<file path="src/shared/ptb_regs.svh">
// register offsets, field positions and reset values of the periodic timebase
`ifndef PTB_REGS_SVH
`define PTB_REGS_SVH

`define PTB_OFF_CTRL 12'h000
`define PTB_OFF_CFG 12'h004
`define PTB_OFF_STAT 12'h008
`define PTB_OFF_MASK 12'h00c
`define PTB_OFF_CNT 12'h010

`define PTB_CTRL_FLAG 7
`define PTB_CTRL_TAP_LO 4
`define PTB_CTRL_TAP_HI 6
`define PTB_CTRL_ACK 3
`define PTB_CTRL_IE 2
`define PTB_CTRL_RUN 1

`define PTB_CFG_XPRE 0

`define PTB_EV_ROLL 0
`define PTB_EV_TAPW 1
`define PTB_EV_OVR 2
`define PTB_EV_W 3

`define PTB_RST_TAP 3'h0
`define PTB_RST_IE 1'b0
`define PTB_RST_RUN 1'b0
`define PTB_RST_XPRE 1'b0
`define PTB_RST_MASK 3'h0

`define PTB_CHAIN_W 15
`define PTB_PRE_W 7
`define PTB_PRE_LAST 7'h7f

`define PTB_TAP0_BIT 4'he
`define PTB_TAP1_BIT 4'hc
`define PTB_TAP2_BIT 4'ha
`define PTB_TAP3_BIT 4'h6
`define PTB_TAP4_BIT 4'h5
`define PTB_TAP5_BIT 4'h4
`define PTB_TAP6_BIT 4'h3
`define PTB_TAP7_BIT 4'h2

`endif

</file>
<file path="src/shared/ptb_pkg.sv">
// types shared by the periodic timebase files
package ptb_pkg;
  typedef enum logic [2:0] {
    PTB_SEL_CTRL,
    PTB_SEL_CFG,
    PTB_SEL_STAT,
    PTB_SEL_MASK,
    PTB_SEL_CNT,
    PTB_SEL_NONE
  } ptb_sel_t;
  typedef logic [2:0] ptb_tap_t;
endpackage

</file>
<file path="src/core/ptb_top.sv">
// periodic timebase: AHB-Lite registers, flag, interrupt and divider
`timescale 1ns/1ps
`default_nettype none
`include "ptb_regs.svh"
module ptb_top (
  input wire logic hclk,
  input wire logic hresetn,
  input wire logic hsel,
  input wire logic [31:0] haddr,
  input wire logic [1:0] htrans,
  input wire logic hwrite,
  input wire logic [2:0] hsize,
  input wire logic [2:0] hburst,
  input wire logic [3:0] hprot,
  input wire logic hmastlock,
  input wire logic hready,
  input wire logic [31:0] hwdata,
  output logic hreadyout,
  output logic hresp,
  output logic [31:0] hrdata,
  input wire logic oscillator_source_clock,
  output logic timebase_irq
);

  // address decode, shared by read and write paths
  function automatic ptb_pkg::ptb_sel_t dec(input logic [11:0] a);
    if (a == `PTB_OFF_CTRL) begin
      dec = ptb_pkg::PTB_SEL_CTRL;
    end else if (a == `PTB_OFF_CFG) begin
      dec = ptb_pkg::PTB_SEL_CFG;
    end else if (a == `PTB_OFF_STAT) begin
      dec = ptb_pkg::PTB_SEL_STAT;
    end else if (a == `PTB_OFF_MASK) begin
      dec = ptb_pkg::PTB_SEL_MASK;
    end else if (a == `PTB_OFF_CNT) begin
      dec = ptb_pkg::PTB_SEL_CNT;
    end else begin
      dec = ptb_pkg::PTB_SEL_NONE;
    end
  endfunction

  // bus-side state
  logic wr_pend;
  ptb_pkg::ptb_sel_t wr_sel;
  logic rd_go;
  ptb_pkg::ptb_sel_t rd_sel;
  logic addr_ok;
  logic wr_now;
  logic [7:0] wbyte;

  // control and status state
  logic rollover_flag;
  ptb_pkg::ptb_tap_t tap_select;
  logic rollover_irq_enable;
  logic divider_run;
  logic extra_prescale_select;
  logic [`PTB_EV_W-1:0] ev_status;
  logic [`PTB_EV_W-1:0] ev_mask;
  logic [`PTB_EV_W-1:0] ev_set;
  logic ev_roll;
  logic ev_tapw;
  logic ev_ovr;
  logic next_irq;

  // oscillator edge path
  logic osc_sync;
  logic osc_last;
  logic src_tick;

  // divider outputs
  logic [`PTB_CHAIN_W-1:0] chain;
  logic roll;

  // write-side strobes
  logic ctrl_wr;
  logic cfg_wr;
  logic stat_wr;
  logic mask_wr;
  logic ack_wr;
  logic tap_wr_run;

  // read mux
  logic [31:0] next_rdata;

  // ---------------------------------------------------------------
  // AHB-Lite slave: zero wait states, always OKAY
  // ---------------------------------------------------------------
  assign hreadyout = 1'b1;
  assign hresp = 1'b0;

  // only whole-word single transfers are expected from the master
  // size, burst, protection and lock are not decoded for that reason
  assign addr_ok = hsel & htrans[1] & hready;

  always_ff @(posedge hclk or negedge hresetn) begin
    if (!hresetn) begin
      wr_pend <= 1'b0;
      wr_sel <= ptb_pkg::PTB_SEL_NONE;
    end else begin
      wr_pend <= addr_ok & hwrite;
      wr_sel <= dec(haddr[11:0]);
    end
  end

  assign rd_go = addr_ok & !hwrite;
  assign rd_sel = dec(haddr[11:0]);
  assign wr_now = wr_pend;
  assign wbyte = hwdata[7:0];

  // data-phase strobe for one register; a miss gives no strobe at all
  function automatic logic wr_hit(
    input logic pend,
    input ptb_pkg::ptb_sel_t sel,
    input ptb_pkg::ptb_sel_t want
  );
    wr_hit = pend & (sel == want);
  endfunction

  assign ctrl_wr = wr_hit(wr_now, wr_sel, ptb_pkg::PTB_SEL_CTRL);
  assign cfg_wr = wr_hit(wr_now, wr_sel, ptb_pkg::PTB_SEL_CFG);
  assign stat_wr = wr_hit(wr_now, wr_sel, ptb_pkg::PTB_SEL_STAT);
  assign mask_wr = wr_hit(wr_now, wr_sel, ptb_pkg::PTB_SEL_MASK);

  // ack only on a written one
  assign ack_wr = ctrl_wr & wbyte[`PTB_CTRL_ACK];

  // the tap is not locked by hardware; a change while running is reported
  assign tap_wr_run = ctrl_wr & divider_run
    & (wbyte[`PTB_CTRL_TAP_HI:`PTB_CTRL_TAP_LO] != tap_select);

  // ---------------------------------------------------------------
  // oscillator pin: two flops, then rising-edge detect
  // ---------------------------------------------------------------
  ptb_sync u_sync (
    .hclk(hclk),
    .hresetn(hresetn),
    .pin_in(oscillator_source_clock),
    .pin_sync(osc_sync)
  );

  // the pin must run below half of hclk or edges are lost
  always_ff @(posedge hclk or negedge hresetn) begin
    if (!hresetn) begin
      osc_last <= 1'b0;
    end else begin
      osc_last <= osc_sync;
    end
  end

  // both flops reset low, so a low pin gives no false tick after reset
  assign src_tick = osc_sync & !osc_last;

  // ---------------------------------------------------------------
  // divider chain
  // ---------------------------------------------------------------
  // chain and prescaler
  ptb_divider u_div (
    .hclk(hclk),
    .hresetn(hresetn),
    .src_tick(src_tick),
    .run(divider_run),
    .xpre_sel(extra_prescale_select),
    .tap(tap_select),
    .chain(chain),
    .roll(roll)
  );

  // ---------------------------------------------------------------
  // control register fields
  // ---------------------------------------------------------------
  // tap select storage
  always_ff @(posedge hclk or negedge hresetn) begin
    if (!hresetn) begin
      tap_select <= `PTB_RST_TAP;
    end else if (ctrl_wr) begin
      tap_select <= wbyte[`PTB_CTRL_TAP_HI:`PTB_CTRL_TAP_LO];
    end
  end

  always_ff @(posedge hclk or negedge hresetn) begin
    if (!hresetn) begin
      rollover_irq_enable <= `PTB_RST_IE;
    end else if (ctrl_wr) begin
      rollover_irq_enable <= wbyte[`PTB_CTRL_IE];
    end
  end

  always_ff @(posedge hclk or negedge hresetn) begin
    if (!hresetn) begin
      divider_run <= `PTB_RST_RUN;
    end else if (ctrl_wr) begin
      divider_run <= wbyte[`PTB_CTRL_RUN];
    end
  end

  // a change while running shifts the next flag; stop first
  // prescale option bit
  always_ff @(posedge hclk or negedge hresetn) begin
    if (!hresetn) begin
      extra_prescale_select <= `PTB_RST_XPRE;
    end else if (cfg_wr) begin
      extra_prescale_select <= wbyte[`PTB_CFG_XPRE];
    end
  end

  // ---------------------------------------------------------------
  // rollover flag: set wins over acknowledge
  // ---------------------------------------------------------------
  // set on overflow, cleared by ack
  always_ff @(posedge hclk or negedge hresetn) begin
    if (!hresetn) begin
      rollover_flag <= 1'b0;
    end else if (roll) begin
      rollover_flag <= 1'b1;
    end else if (ack_wr) begin
      rollover_flag <= 1'b0;
    end
  end

  // ---------------------------------------------------------------
  // sticky event status, write one to clear, set wins
  // ---------------------------------------------------------------
  assign ev_roll = roll;
  assign ev_tapw = tap_wr_run;
  // overrun: a rollover lands while the last one is still unacknowledged
  assign ev_ovr = roll & rollover_flag & !ack_wr;

  always_comb begin
    ev_set = '0;
    ev_set[`PTB_EV_ROLL] = ev_roll;
    ev_set[`PTB_EV_TAPW] = ev_tapw;
    ev_set[`PTB_EV_OVR] = ev_ovr;
  end

  genvar e;
  generate
    for (e = 0; e < `PTB_EV_W; e = e + 1) begin : g_ev
      always_ff @(posedge hclk or negedge hresetn) begin
        if (!hresetn) begin
          ev_status[e] <= 1'b0;
        end else if (ev_set[e]) begin
          ev_status[e] <= 1'b1;
        end else if (stat_wr & wbyte[e]) begin
          ev_status[e] <= 1'b0;
        end
      end
    end
  endgenerate

  always_ff @(posedge hclk or negedge hresetn) begin
    if (!hresetn) begin
      ev_mask <= `PTB_RST_MASK;
    end else if (mask_wr) begin
      ev_mask <= wbyte[`PTB_EV_W-1:0];
    end
  end

  // ---------------------------------------------------------------
  // interrupt output, a level
  // ---------------------------------------------------------------
  // flag and enable, or any unmasked event status bit, held until cleared
  assign next_irq = (rollover_flag & rollover_irq_enable) | (|(ev_status & ev_mask));

  // registered, so decode glitches never reach the request line
  always_ff @(posedge hclk or negedge hresetn) begin
    if (!hresetn) begin
      timebase_irq <= 1'b0;
    end else begin
      timebase_irq <= next_irq;
    end
  end

  // ---------------------------------------------------------------
  // read data, registered at the address phase
  // ---------------------------------------------------------------
  // acknowledge slot always zero
  function automatic logic [7:0] ctrl_byte(
    input logic flag,
    input ptb_pkg::ptb_tap_t tap,
    input logic ie,
    input logic run
  );
    ctrl_byte = 8'h00;
    ctrl_byte[`PTB_CTRL_FLAG] = flag;
    ctrl_byte[`PTB_CTRL_TAP_HI:`PTB_CTRL_TAP_LO] = tap;
    ctrl_byte[`PTB_CTRL_ACK] = 1'b0;
    ctrl_byte[`PTB_CTRL_IE] = ie;
    ctrl_byte[`PTB_CTRL_RUN] = run;
  endfunction

  always_comb begin
    next_rdata = 32'h0000_0000;
    unique case (rd_sel)
      ptb_pkg::PTB_SEL_CTRL: begin
        next_rdata[7:0] = ctrl_byte(rollover_flag, tap_select,
          rollover_irq_enable, divider_run);
      end
      ptb_pkg::PTB_SEL_CFG: begin
        next_rdata[`PTB_CFG_XPRE] = extra_prescale_select;
      end
      ptb_pkg::PTB_SEL_STAT: begin
        next_rdata[`PTB_EV_W-1:0] = ev_status;
      end
      ptb_pkg::PTB_SEL_MASK: begin
        next_rdata[`PTB_EV_W-1:0] = ev_mask;
      end
      ptb_pkg::PTB_SEL_CNT: begin
        next_rdata[`PTB_CHAIN_W-1:0] = chain;
      end
      ptb_pkg::PTB_SEL_NONE: begin
        next_rdata = 32'h0000_0000;
      end
    endcase
  end

  // write data lands one cycle after a read could see it, so a read
  // right after a write returns the new value only from the next cycle
  always_ff @(posedge hclk or negedge hresetn) begin
    if (!hresetn) begin
      hrdata <= 32'h0000_0000;
    end else if (rd_go) begin
      hrdata <= next_rdata;
    end
  end

endmodule
`default_nettype wire

</file>
<file path="src/core/ptb_sync.sv">
// two-flop synchroniser for one pin level
`timescale 1ns/1ps
`default_nettype none
module ptb_sync (
  input wire logic hclk,
  input wire logic hresetn,
  input wire logic pin_in,
  output logic pin_sync
);
  logic meta;

  always_ff @(posedge hclk or negedge hresetn) begin
    if (!hresetn) begin
      meta <= 1'b0;
      pin_sync <= 1'b0;
    end else begin
      meta <= pin_in;
      pin_sync <= meta;
    end
  end
endmodule
`default_nettype wire

</file>
<file path="src/core/ptb_divider.sv">
// optional divide-by-128 prescaler and fifteen-stage divider chain
`timescale 1ns/1ps
`default_nettype none
`include "ptb_regs.svh"
module ptb_divider (
  input wire logic hclk,
  input wire logic hresetn,
  input wire logic src_tick,
  input wire logic run,
  input wire logic xpre_sel,
  input wire ptb_pkg::ptb_tap_t tap,
  output logic [`PTB_CHAIN_W-1:0] chain,
  output logic roll
);
  logic [`PTB_PRE_W-1:0] pre;
  logic adv;
  logic [`PTB_CHAIN_W-1:0] next_chain;
  logic [`PTB_CHAIN_W-1:0] carry;
  logic [3:0] tap_idx;

  function automatic logic [3:0] tap_bit(input ptb_pkg::ptb_tap_t t);
    unique case (t)
      3'h0: tap_bit = `PTB_TAP0_BIT;
      3'h1: tap_bit = `PTB_TAP1_BIT;
      3'h2: tap_bit = `PTB_TAP2_BIT;
      3'h3: tap_bit = `PTB_TAP3_BIT;
      3'h4: tap_bit = `PTB_TAP4_BIT;
      3'h5: tap_bit = `PTB_TAP5_BIT;
      3'h6: tap_bit = `PTB_TAP6_BIT;
      3'h7: tap_bit = `PTB_TAP7_BIT;
    endcase
  endfunction

  assign adv = src_tick & (!xpre_sel | (pre == `PTB_PRE_LAST));
  assign tap_idx = tap_bit(tap);

  // each stage toggles when all lower stages are set
  genvar g;
  generate
    for (g = 0; g < `PTB_CHAIN_W; g = g + 1) begin : g_stage
      if (g == 0) begin : g_first
        assign carry[g] = adv;
      end else begin : g_rest
        assign carry[g] = carry[g-1] & chain[g-1];
      end
      assign next_chain[g] = chain[g] ^ carry[g];
    end
  endgenerate

  always_ff @(posedge hclk or negedge hresetn) begin
    if (!hresetn) begin
      pre <= '0;
    end else if (!run) begin
      pre <= '0;
    end else if (src_tick) begin
      pre <= pre + 7'h01;
    end
  end

  always_ff @(posedge hclk or negedge hresetn) begin
    if (!hresetn) begin
      chain <= '0;
    end else if (!run) begin
      chain <= '0;
    end else begin
      chain <= next_chain;
    end
  end

  // tap rising edge, half period first
  always_ff @(posedge hclk or negedge hresetn) begin
    if (!hresetn) begin
      roll <= 1'b0;
    end else begin
      roll <= run & adv & next_chain[tap_idx] & !chain[tap_idx];
    end
  end
endmodule
`default_nettype wire

</file>
<file path="config.mk">
export PLATFORM = sky130hd
export DESIGN_NAME = ptb_top
export DESIGN_NICKNAME = d
export VERILOG_FILES = /design/src/shared/ptb_pkg.sv /design/src/core/ptb_top.sv /design/src/core/ptb_sync.sv /design/src/core/ptb_divider.sv
export VERILOG_INCLUDE_DIRS = /design/src /design/src/shared
export SDC_FILE = /design/constraint.sdc
export NUM_CORES = 1
export LEC_CHECK = 0
export ABC_AREA = 0
export BUFFER_PORTS_ARGS = -buffer_cell sky130_fd_sc_hd__buf_4
export CAP_MARGIN = 20
export CORE_MARGIN = 2
export CORE_UTILIZATION = 50
export CTS_BUF_LIST = sky130_fd_sc_hd__clkbuf_4
export CTS_CLUSTER_SIZE = 14
export DETAILED_ROUTE_END_ITERATION = 12
export GPL_ROUTABILITY_DRIVEN = 0
export GPL_TIMING_DRIVEN = 0
export PLACE_DENSITY = 0.95
export SYNTH_ARGS = -nofsm -noshare
export SYNTH_HDL_FRONTEND = slang
export SYNTH_HIERARCHICAL = 1
export SYNTH_SLANG_ARGS = --single-unit
</file>
<file path="constraint.sdc">
create_clock -name hclk -period 7.9 [get_ports hclk]
set_input_delay 1.185 -clock hclk [delete_from_list [all_inputs] [get_ports hclk]]
set_output_delay 1.185 -clock hclk [all_outputs]
set_load 0.05 [all_outputs]
</file>
* Word level (Yosys, flattened, before mapping) *
Memory sizes are Yosys's and may differ from the RTL's.
Cells that the tools add are included.

cells by class
  multiply operators = 0
  shifts and indexed selects = 0
  $add $sub $neg = 1
  magnitude comparators = 1
  div/mod/pow operators = 0
  reductions and logical operators = 14
  bitwise gates (word level) = 54
  eq/ne operators = 15
  muxes and demuxes = 24

operator list
  kind                   count
  $and A1 B1 Y1          36
  $eq A12 B4 Y1 const B  2
  $mux W7                3
  $mux W15               1
  $xor A1 B1 Y1          15
  $eq A12 B3 Y1 const B  1
  $eq A12 B5 Y1 const B  1
  $eq A3 B2 Y1 const B   4
  $logic_not A12 Y1      1
  $mux W3                4
  $mux W1                11
  $pmux W5 S2            1
  $bmux W1 S4            2
  $pmux W2 S4            1
  $reduce_bool A2 Y1     4
  $add A7 B1 Y7 const B  1
  $eq A7 B7 Y1 const B   1
  $eq A3 B1 Y1 const B   2
  $eq A3 B3 Y1 const B   2
  $logic_not A3 Y1       2
  $logic_not A1 Y1       5
  $lt A4 B5 Y1 const B   1
  $pmux W1 S5            1
  $and A3 B3 Y3          1
  other kinds (5)        6

word-level totals
  RAM bits = 0
  register bits = 59
  bits of input ports = 83
  memory bits (read-only) = 32
  latch bits = 0
  memories = 1
  word-level logic and storage cells = 129
  output and inout bits = 35

memories
  memory           words  width  read ports  clocked after Yosys merged registers in  wr ports  line               RTL
  (no name shown)  8      4      1           0                                        0         ptb_divider.sv:22  unique case (t)

* Longest topological paths before layout *
Gate-level depths: netlist (run 1).

  depth after elaboration = 22
  mapped depth = 23
  depth with buffers taken out = 22

* Cells and area by module *
Netlist (run 1), hierarchy kept.

by module, submodules not included
  module       area an instance (µm²)  sequential area each (µm²)  times used  cells each
  ptb_top      1704.1                  853.3                       1           147
  ptb_divider  1128.6                  575.6                       1           98
  ptb_sync     50.0                    50.0                        1           2

* Least setup slack after synthesis (run 1) *
OpenSTA, ideal clock, no wires.

  kind = register -> register
  start point = reg u_sync.pin_sync
  end point = reg u_div.roll
  path slack = 3.898 ns
  data arrival time = 3.863 ns
  cell stages (with the launch flop) = 24
  path through = dfrtp_1 nor2b_1 buf_2 nand3_1 nor2_1 nand2_1 nand2_1 ha_1 ha_1 ha_1 ha_1 ha_1 ha_1 ha_1 ha_1 ha_1 ha_1 ha_1 ha_1 ha_1 ha_1 nor4b_1 nor4b_1 a2111oi_2

on the way
  longest elaborated chain between the ends = 21

ends and longest elaborated chain
  what                            line               RTL
  from (decl)                     ptb_sync.sv:8      output logic pin_sync
  from (signal assigned)          ptb_sync.sv:18     pin_sync <= meta;
  $and A1 B1 Y1 (*)               ptb_top.sv:151     assign src_tick = osc_sync & !osc_last;
  via src_tick                    ptb_top.sv:68      logic src_tick;
  $and A1 B1 Y1 (*)               ptb_divider.sv:34  assign adv = src_tick & (!xpre_sel | (pre == `PTB_PRE_LAST));
  $and A1 B1 Y1 (14 in a row)     ptb_divider.sv:44  assign carry[g] = carry[g-1] & chain[g-1];
  $xor A1 B1 Y1                   ptb_divider.sv:46  assign next_chain[g] = chain[g] ^ carry[g];
  $bmux W1 S4                     ptb_divider.sv:75  roll <= run & adv & next_chain[tap_idx] & !chain[tap_idx];
  $mux W1 (not written as such)   ptb_divider.sv:75
  $and A1 B1 Y1 (*) (2 in a row)  ptb_divider.sv:75
  to (signal assigned)            ptb_divider.sv:75
  to (decl)                       ptb_divider.sv:13  output logic roll

Mark *: on every way through the listed nets, which the timed path passes. The rest lies on a longest branch. The select of a mux whose other input is x is not followed.
A chain may end at the register's enable or synchronous reset.

* Worst setup path after layout (run 1) *
Same ends and word-level chain as after synthesis.

==> summary.txt, run 1 <==
GRT
  – Global-route wire length before repair: 9650 um
  – Largest net degree at the start of global routing: 60
  – Global Route Usage Sum: 20.0%
  – Initial antenna violation count: 0
  – GRT Residual Overflow: 0
  – Vias in the first global route: 2,123

Clock network
  – H-tree Lvls: 3
  – CTS sink cnt: 59
  – Clock buffer count from CTS: 9
  – # hold bufs at CTS: 0
  – Worst-path clk slew: about 0.09 ns
  – Post-cts gate resize count: 0
  – CTS tree: built
  – Clk buf depth: 2
  – Clock Latency Late Sink: approximately 0.4 ns
  – Root Buffer: clkbuf_4
  – Post-CTS setup buffers: 0

Yosys
  – Count of different cell masters after synthesis: 50
  – #FFs+latches synth: 59
  – Most used DFF post-synth: dfrtp_1
  – Share of synthesized registers carrying an async set or reset: between 90% and 100%
  – Synthesized cell area: 2880 um^2
  – Yosys warnings: 6
  – Synth Instances: 247
  – Number of enable flip-flop cells after synthesis: 0
  – Register area share after synthesis: 51.3%
  – Avg Cell Area, Syn: between 10 and 15 um^2

Setup path
  – Critical Path RT: between 8 and 9 ns
  – Worst setup path class: reg2reg
  – Worst EP arrival: 4.73 ns
  – Crit-path max FO: 7
  – Element type at the critical path start: flop
  – Worst R2R Setup Slack: 3.43 ns
  – CP endpoint kind: flop

Drt
  – Via count: 2,049
  – Via density: approximately 5.2
  – DR pass1 iterations: 4
  – Iteration-0 DRC Markers: 110
  – Post-DRT Antenna Nets: 0
  – Wirelength, routed: around 5700 um
  – Residual DRC: 0
  – WL/cell: approximately 15 um

Cells and area
  – Most common cell after layout, fill and taps aside: buf_4
  – P&R area growth vs syn: 21.7%
  – Most frequent cells in the layout: 58 x buf_4, 57 x dfrtp_1, 20 x nand2_1
  – ANT cells: 0
  – Fin cells: 391
  – Nets: 412
  – Share of layout cells above drive strength 1: 32.9%

STA
  – Pins Over Slew Limit: 0
  – Final setup viols: 0
  – Final hold violation count: 0
  – Post-route clock period utilization: 56.6%
  – Setup TNS: 0 ns
  – Relative slew slack: 43.3%
  – Fin Hold WS: 0.364 ns
  – Period minus WS final: around 4.5 ns
  – Achievable Freq: approximately 0.22 GHz
  – Worst-Margin Slew: ~0.85 ns
  – Setup Skew: 0.0123 ns
  – Setup WS post-layout: 3.43 ns
  – RSZ-0062 raised after global routing: false

Place
  – Post-DP HPWL: approximately 4200 um
  – Inst Count DP: 375
  – Place WS: 3.47 ns
  – I/O Buffers: 39

Pwr
  – Power Total: 630 uW
  – Sw Ratio: 23.2%
  – Worst vdd ir: 102 uV
  – Pwr dens: 180 nW/um^2
  – Internal: 484 uW
  – P_sw: 146 uW
  – Reg power frac: 48.3%
  – Comb pwr share: 8.7%
  – Clk pwr share: 42.9%
  – Leak pwr: 0.00177 uW

Die
  – Core area: 5540 um^2
  – Starting Density: 52.0%
  – Die height: between 70 and 80 um
  – Die area: 6390 um^2
  – FP Rows: 27
  – Num ports: 118
  – Die width: 79.9 um

Outcome
  – Status: finished, final reports clean

Job
  – Max-Cap Viols: 0

Min path
  – Hold WC Path Type: reg2reg
==> flip-flops by register name, indices dropped and copies added, names as in the netlist, 3 cells and up <==
| name | count |
|---|---|
| ev_mask | 3 |
| u_div/chain | 15 |
| ev_status | 3 |
| hrdata | 15 |
| u_div/pre | 7 |
| tap_select | 3 |
| wr_sel | 3 |
==> through the flow <==
step | instance area (um^2) | util, %
3_3_place_gp | 3330 | 60.1
6_report | 3510 | 63.3
3_5_place_dp | 3330 | 60.1
5_1_grt | 3510 | 63.3
4_1_cts | 3510 | 63.3
2_1_floorplan | 2950 | -
==> per-layer routing <==
| layer | track usage [%] | part of all wire, % | vias up | wire length, um |
|---|---|---|---|---|
| li1 | - | - | 982 | - |
| met1 | 24.6 | 42 | 991 | 2410 |
| met2 | 32.4 | 49 | 67 | 2830 |
| met3 | 6.90 | 7.4 | 9 | 428 |
| met4 | 7.63 | 1.5 | 0 | 87 |
| met5 | 0 | 0 | - | 0 |
==> layout make-up <==
cell class	instances	area, um^2
inverter	1	3.75
fill	459	2030
sequential	59	1480
timing repair buffer	39	293
buffer	26	178
clock inverter	6	104
clock buffer	10	75.1
multi-input combinational	178	1290
tap	72	90.1
==> power groups by stage <==
stage	clock network (uW)	logic, uW	registers (uW)
after floorplan	0	36.7	310
after CTS	276	55.0	305
final	270	55.0	305
after detailed placement	0	55.0	311
after global placement	0	53.8	310
after global routing	290	59.0	305
==> logic make-up after synthesis <==
logic type | after synthesis | share of synthesized area [%]
simple gates | 84 | 16.9
flops | 59 | 51.3
compound gates | 32 | 8.90
buf+inv | 27 | 6.29
mux | 19 | 7.07
fa+ha+maj | 15 | 6.51
xor+xnor | 9 | 2.73
other cells | 2 | 0.261
==> final timing paths <==
| check | start | end | cells past startpoint |
|---|---|---|---|
| worst max-delay path | u_sync/pin_sync | u_div/roll | 23 |
| worst min-delay path | u_sync/meta | u_sync/pin_sync | 0 |
| min in group asynchronous | hresetn | hrdata[2] | 1 |
| worst max register to register | u_sync/pin_sync | u_div/roll | 23 |
| max in group asynchronous | hresetn | u_div/pre[5] | 1 |
| worst min register to register | u_sync/meta | u_sync/pin_sync | 0 |
==> worst max-delay path, cell delays in order (launching register included) <==
cell and delay (ns):
dfrtp_1 0.39, nor2b_1 0.12, buf_2 0.16, nand3_1 0.09
nor2_1 0.07, nand2_1 0.10, nand2_1 0.07, ha_1 0.18
ha_1 0.19, ha_1 0.20, ha_1 0.18, ha_1 0.19
ha_1 0.18, ha_1 0.17, ha_1 0.18, ha_1 0.18
ha_1 0.19, ha_1 0.19, ha_1 0.19, ha_1 0.19
ha_1 0.20, nor4b_1 0.15, nor4b_1 0.50, a2111oi_2 0.09
==> Yosys cell counts, types with 2 or more instances <==
cell,instances,area share [%]
and2_1,14,3.0
a22oi_1,2,0.52
xor2_1,3,0.91
dfstp_2,2,1.8
nor3_1,2,0.35
xnor2_1,6,1.8
nand4_1,2,0.43
or2_2,3,0.65
dfrtp_1,57,49
ha_1,15,6.5
nand4b_1,2,0.61
nand3_1,3,0.52
mux2i_1,8,2.8
nor4b_1,3,0.91
nand3b_1,2,0.52
mux2_2,11,4.3
nand2b_1,4,0.87
nor2b_1,3,0.65
buf_4,19,4.9
clkbuf_1,4,0.52
nor4bb_1,2,0.69
nor2_1,14,1.8
or3_1,2,0.43
conb_1,2,0.26
o21ai_0,8,1.4
a22o_2,8,2.8
nand2_1,20,2.6
a31oi_1,4,0.87
Note: power is estimated with default switching activity, not from simulation.
==> inputs of run 2 (changes only) <==
Clock period 7.9 ns to 4.6 ns, I/O delays scaled along.
==> summary.txt, run 2 (same netlist as run 1, synthesis figures left out) <==
Outcome
  – Status: finished, final reports clean (unchanged)

STA
  – Relative slew slack: 42.4% (was 43.3%)
  – Final hold violation count: 0 (unchanged)
  – Period minus WS final: 4.30 ns (was 4.47 ns)
  – RSZ-0062 raised after global routing: false (unchanged)
  – Achievable Freq: 0.233 GHz (was 0.224 GHz)
  – Final setup viols: 0 (unchanged)
  – Post-route clock period utilization: 93.4% (was 56.6%)
  – Setup Skew: 0.0114 ns (was 0.0123 ns)
  – Setup TNS: 0 ns (unchanged)
  – Pins Over Slew Limit: 0 (unchanged)
  – Worst-Margin Slew: 0.862 ns (was 0.848 ns)
  – Fin Hold WS: 0.317 ns (was 0.364 ns)

Drt
  – DR pass1 iterations: 4 (unchanged)
  – Wirelength, routed: 5770 um (was 5750 um)
  – Via count: 2,046 (was 2,049)
  – Via density: 5.23 (was 5.24)
  – Post-DRT Antenna Nets: 0 (unchanged)
  – Iteration-0 DRC Markers: 83 (was 110)
  – WL/cell: 14.8 um (was 14.7 um)
  – Residual DRC: 0 (unchanged)

Clock network
  – H-tree Lvls: 3 (unchanged)
  – CTS tree: built (unchanged)
  – Clk buf depth: 2 (unchanged)
  – # hold bufs at CTS: 0 (unchanged)
  – Worst-path clk slew: 0.09 ns (about the same)
  – Post-cts gate resize count: 0 (unchanged)
  – Clock buffer count from CTS: 9 (unchanged)
  – Root Buffer: clkbuf_4 (unchanged)
  – CTS sink cnt: 59 (unchanged)
  – Post-CTS setup buffers: 0 (unchanged)
  – Clock Latency Late Sink: 0.41 ns (was 0.40 ns)

Cells and area
  – # fillers: 457 (was 459)
  – Most common cell after layout, fill and taps aside: buf_4 (unchanged)
  – Fin area: 3510 um^2 (about the same)
  – Share of layout cells above drive strength 1: 33.2% (was 32.9%)
  – P&R area growth vs syn: 21.9% (was 21.7%)
  – Largest registers: hrdata x15, u_div/chain x15, u_div/pre x7 (unchanged)
  – Nets: 412 (unchanged)
  – Most frequent cells in the layout: 58 x buf_4, 57 x dfrtp_1, 20 x nand2_1 (unchanged)
  – ANT cells: 0 (unchanged)

Pwr
  – Leak pwr: 0.00177 uW (about the same)
  – Pwr dens: 308 nW/um^2 (was 180 nW/um^2)
  – Worst vdd ir: 175 uV (was 102 uV)

Die
  – Die area: 6390 um^2 (unchanged)
  – Starting Density: 52.0% (unchanged)
  – Core area: 5540 um^2 (unchanged)
  – Die width: 79.9 um (unchanged)
  – Die height: 79.9 um (unchanged)
  – Num ports: 118 (unchanged)
  – FP Rows: 27 (unchanged)

GRT
  – Global-route wire length before repair: 9650 um (unchanged)
  – Largest net degree at the start of global routing: 60 (unchanged)
  – Global Route Usage Sum: 20.0% (unchanged)
  – GRT Residual Overflow: 0 (unchanged)
  – Vias in the first global route: 2,123 (unchanged)
  – Initial antenna violation count: 0 (unchanged)

Setup path
  – Worst EP arrival: 4.58 ns (was 4.73 ns)
  – Critical Path RT: 4.88 ns (was 8.16 ns)
  – CP endpoint kind: flop (unchanged)
  – Crit-path max FO: 7 (unchanged)
  – Worst setup path class: reg2reg (unchanged)
  – Element type at the critical path start: flop (unchanged)

Place
  – Post-DP HPWL: 4210 um (unchanged)
  – I/O Buffers: 39 (unchanged)
  – Placed standard-cell area: 3330 um^2 (unchanged)

Job
  – Max-Cap Viols: 0 (unchanged)

Min path
  – Hold WC Path Type: in2async (was reg2reg)
==> run 2: changes by cell type in the layout (fill, tap and decap cells not counted) <==
| cell | previous run | this run |
|---|---|---|
| nor4b_2 | 1 | 2 |
| nor4b_1 | 3 | 2 |
==> run 2: final timing paths <==
kind / to / slack (ns) / from / depth (start not counted)
max in group asynchronous: hrdata[1] / 3.79 / hresetn / 1
worst max-delay path: u_div/roll / 0.30 / u_sync/pin_sync / 23
min in group hclk: u_sync/pin_sync / 0.36 / u_sync/meta / 0
worst min register to register: u_sync/pin_sync / 0.36 / u_sync/meta / 0
worst max register to register: u_div/roll / 0.30 / u_sync/pin_sync / 23
worst min-delay path: hrdata[2] / 0.32 / hresetn / 1
==> run 2: power by group <==
part / switching, uW / internal [uW] / total [uW]
Combinational: 62.2 / 32.3 / 94.5
Sequential: 1.93 / 521 / 523
Clock: 188 / 278 / 465
==> run 2: worst max-delay path: stages, from the launching register on <==
cell and delay, ns:
dfrtp_1 0.39, nor2b_1 0.12, buf_2 0.16, nand3_1 0.09
nor2_1 0.07, nand2_1 0.10, nand2_1 0.07, ha_1 0.18
ha_1 0.19, ha_1 0.19, ha_1 0.18, ha_1 0.20
ha_1 0.19, ha_1 0.17, ha_1 0.18, ha_1 0.18
ha_1 0.19, ha_1 0.19, ha_1 0.19, ha_1 0.19
ha_1 0.20, nor4b_1 0.16, nor4b_2 0.35, a2111oi_2 0.06
==> run 2: layout make-up <==
cell class,count,area (um^2),area share [%]
flip-flops and latches,59,1480,42.1
multi-input cells,178,1290,36.8
repair buffers,39,293,8.33
plain buffers,26,178,5.06
clock inverters,6,104,2.95
well taps,72,90.1,2.56
clock buffers,10,75.1,2.14
inverters,1,3.75,0.107
==> run 2: through the flow <==
| step | util, % | instances | setup WS (ns) | power, uW |
|---|---|---|---|---|
| final | 63.4 | 391 | 0.305 | 1080 |
| after global routing | 63.4 | 391 | 0.0370 | 1120 |
| after floorplan | - | 264 | 0.598 | 596 |
| after global placement | 60.1 | 375 | 0.236 | 625 |
| after CTS | 63.3 | 391 | 0.141 | 1090 |
| after detailed placement | 60.1 | 375 | 0.174 | 628 |
==> run 2: layer usage <==
metal	track usage (%)	up-vias	share of wire, %
li1	-	977	-
met1	24.6	989	42
met2	32.4	65	49
met3	6.90	15	6.8
met4	7.63	0	2.2
met5	0	-	0
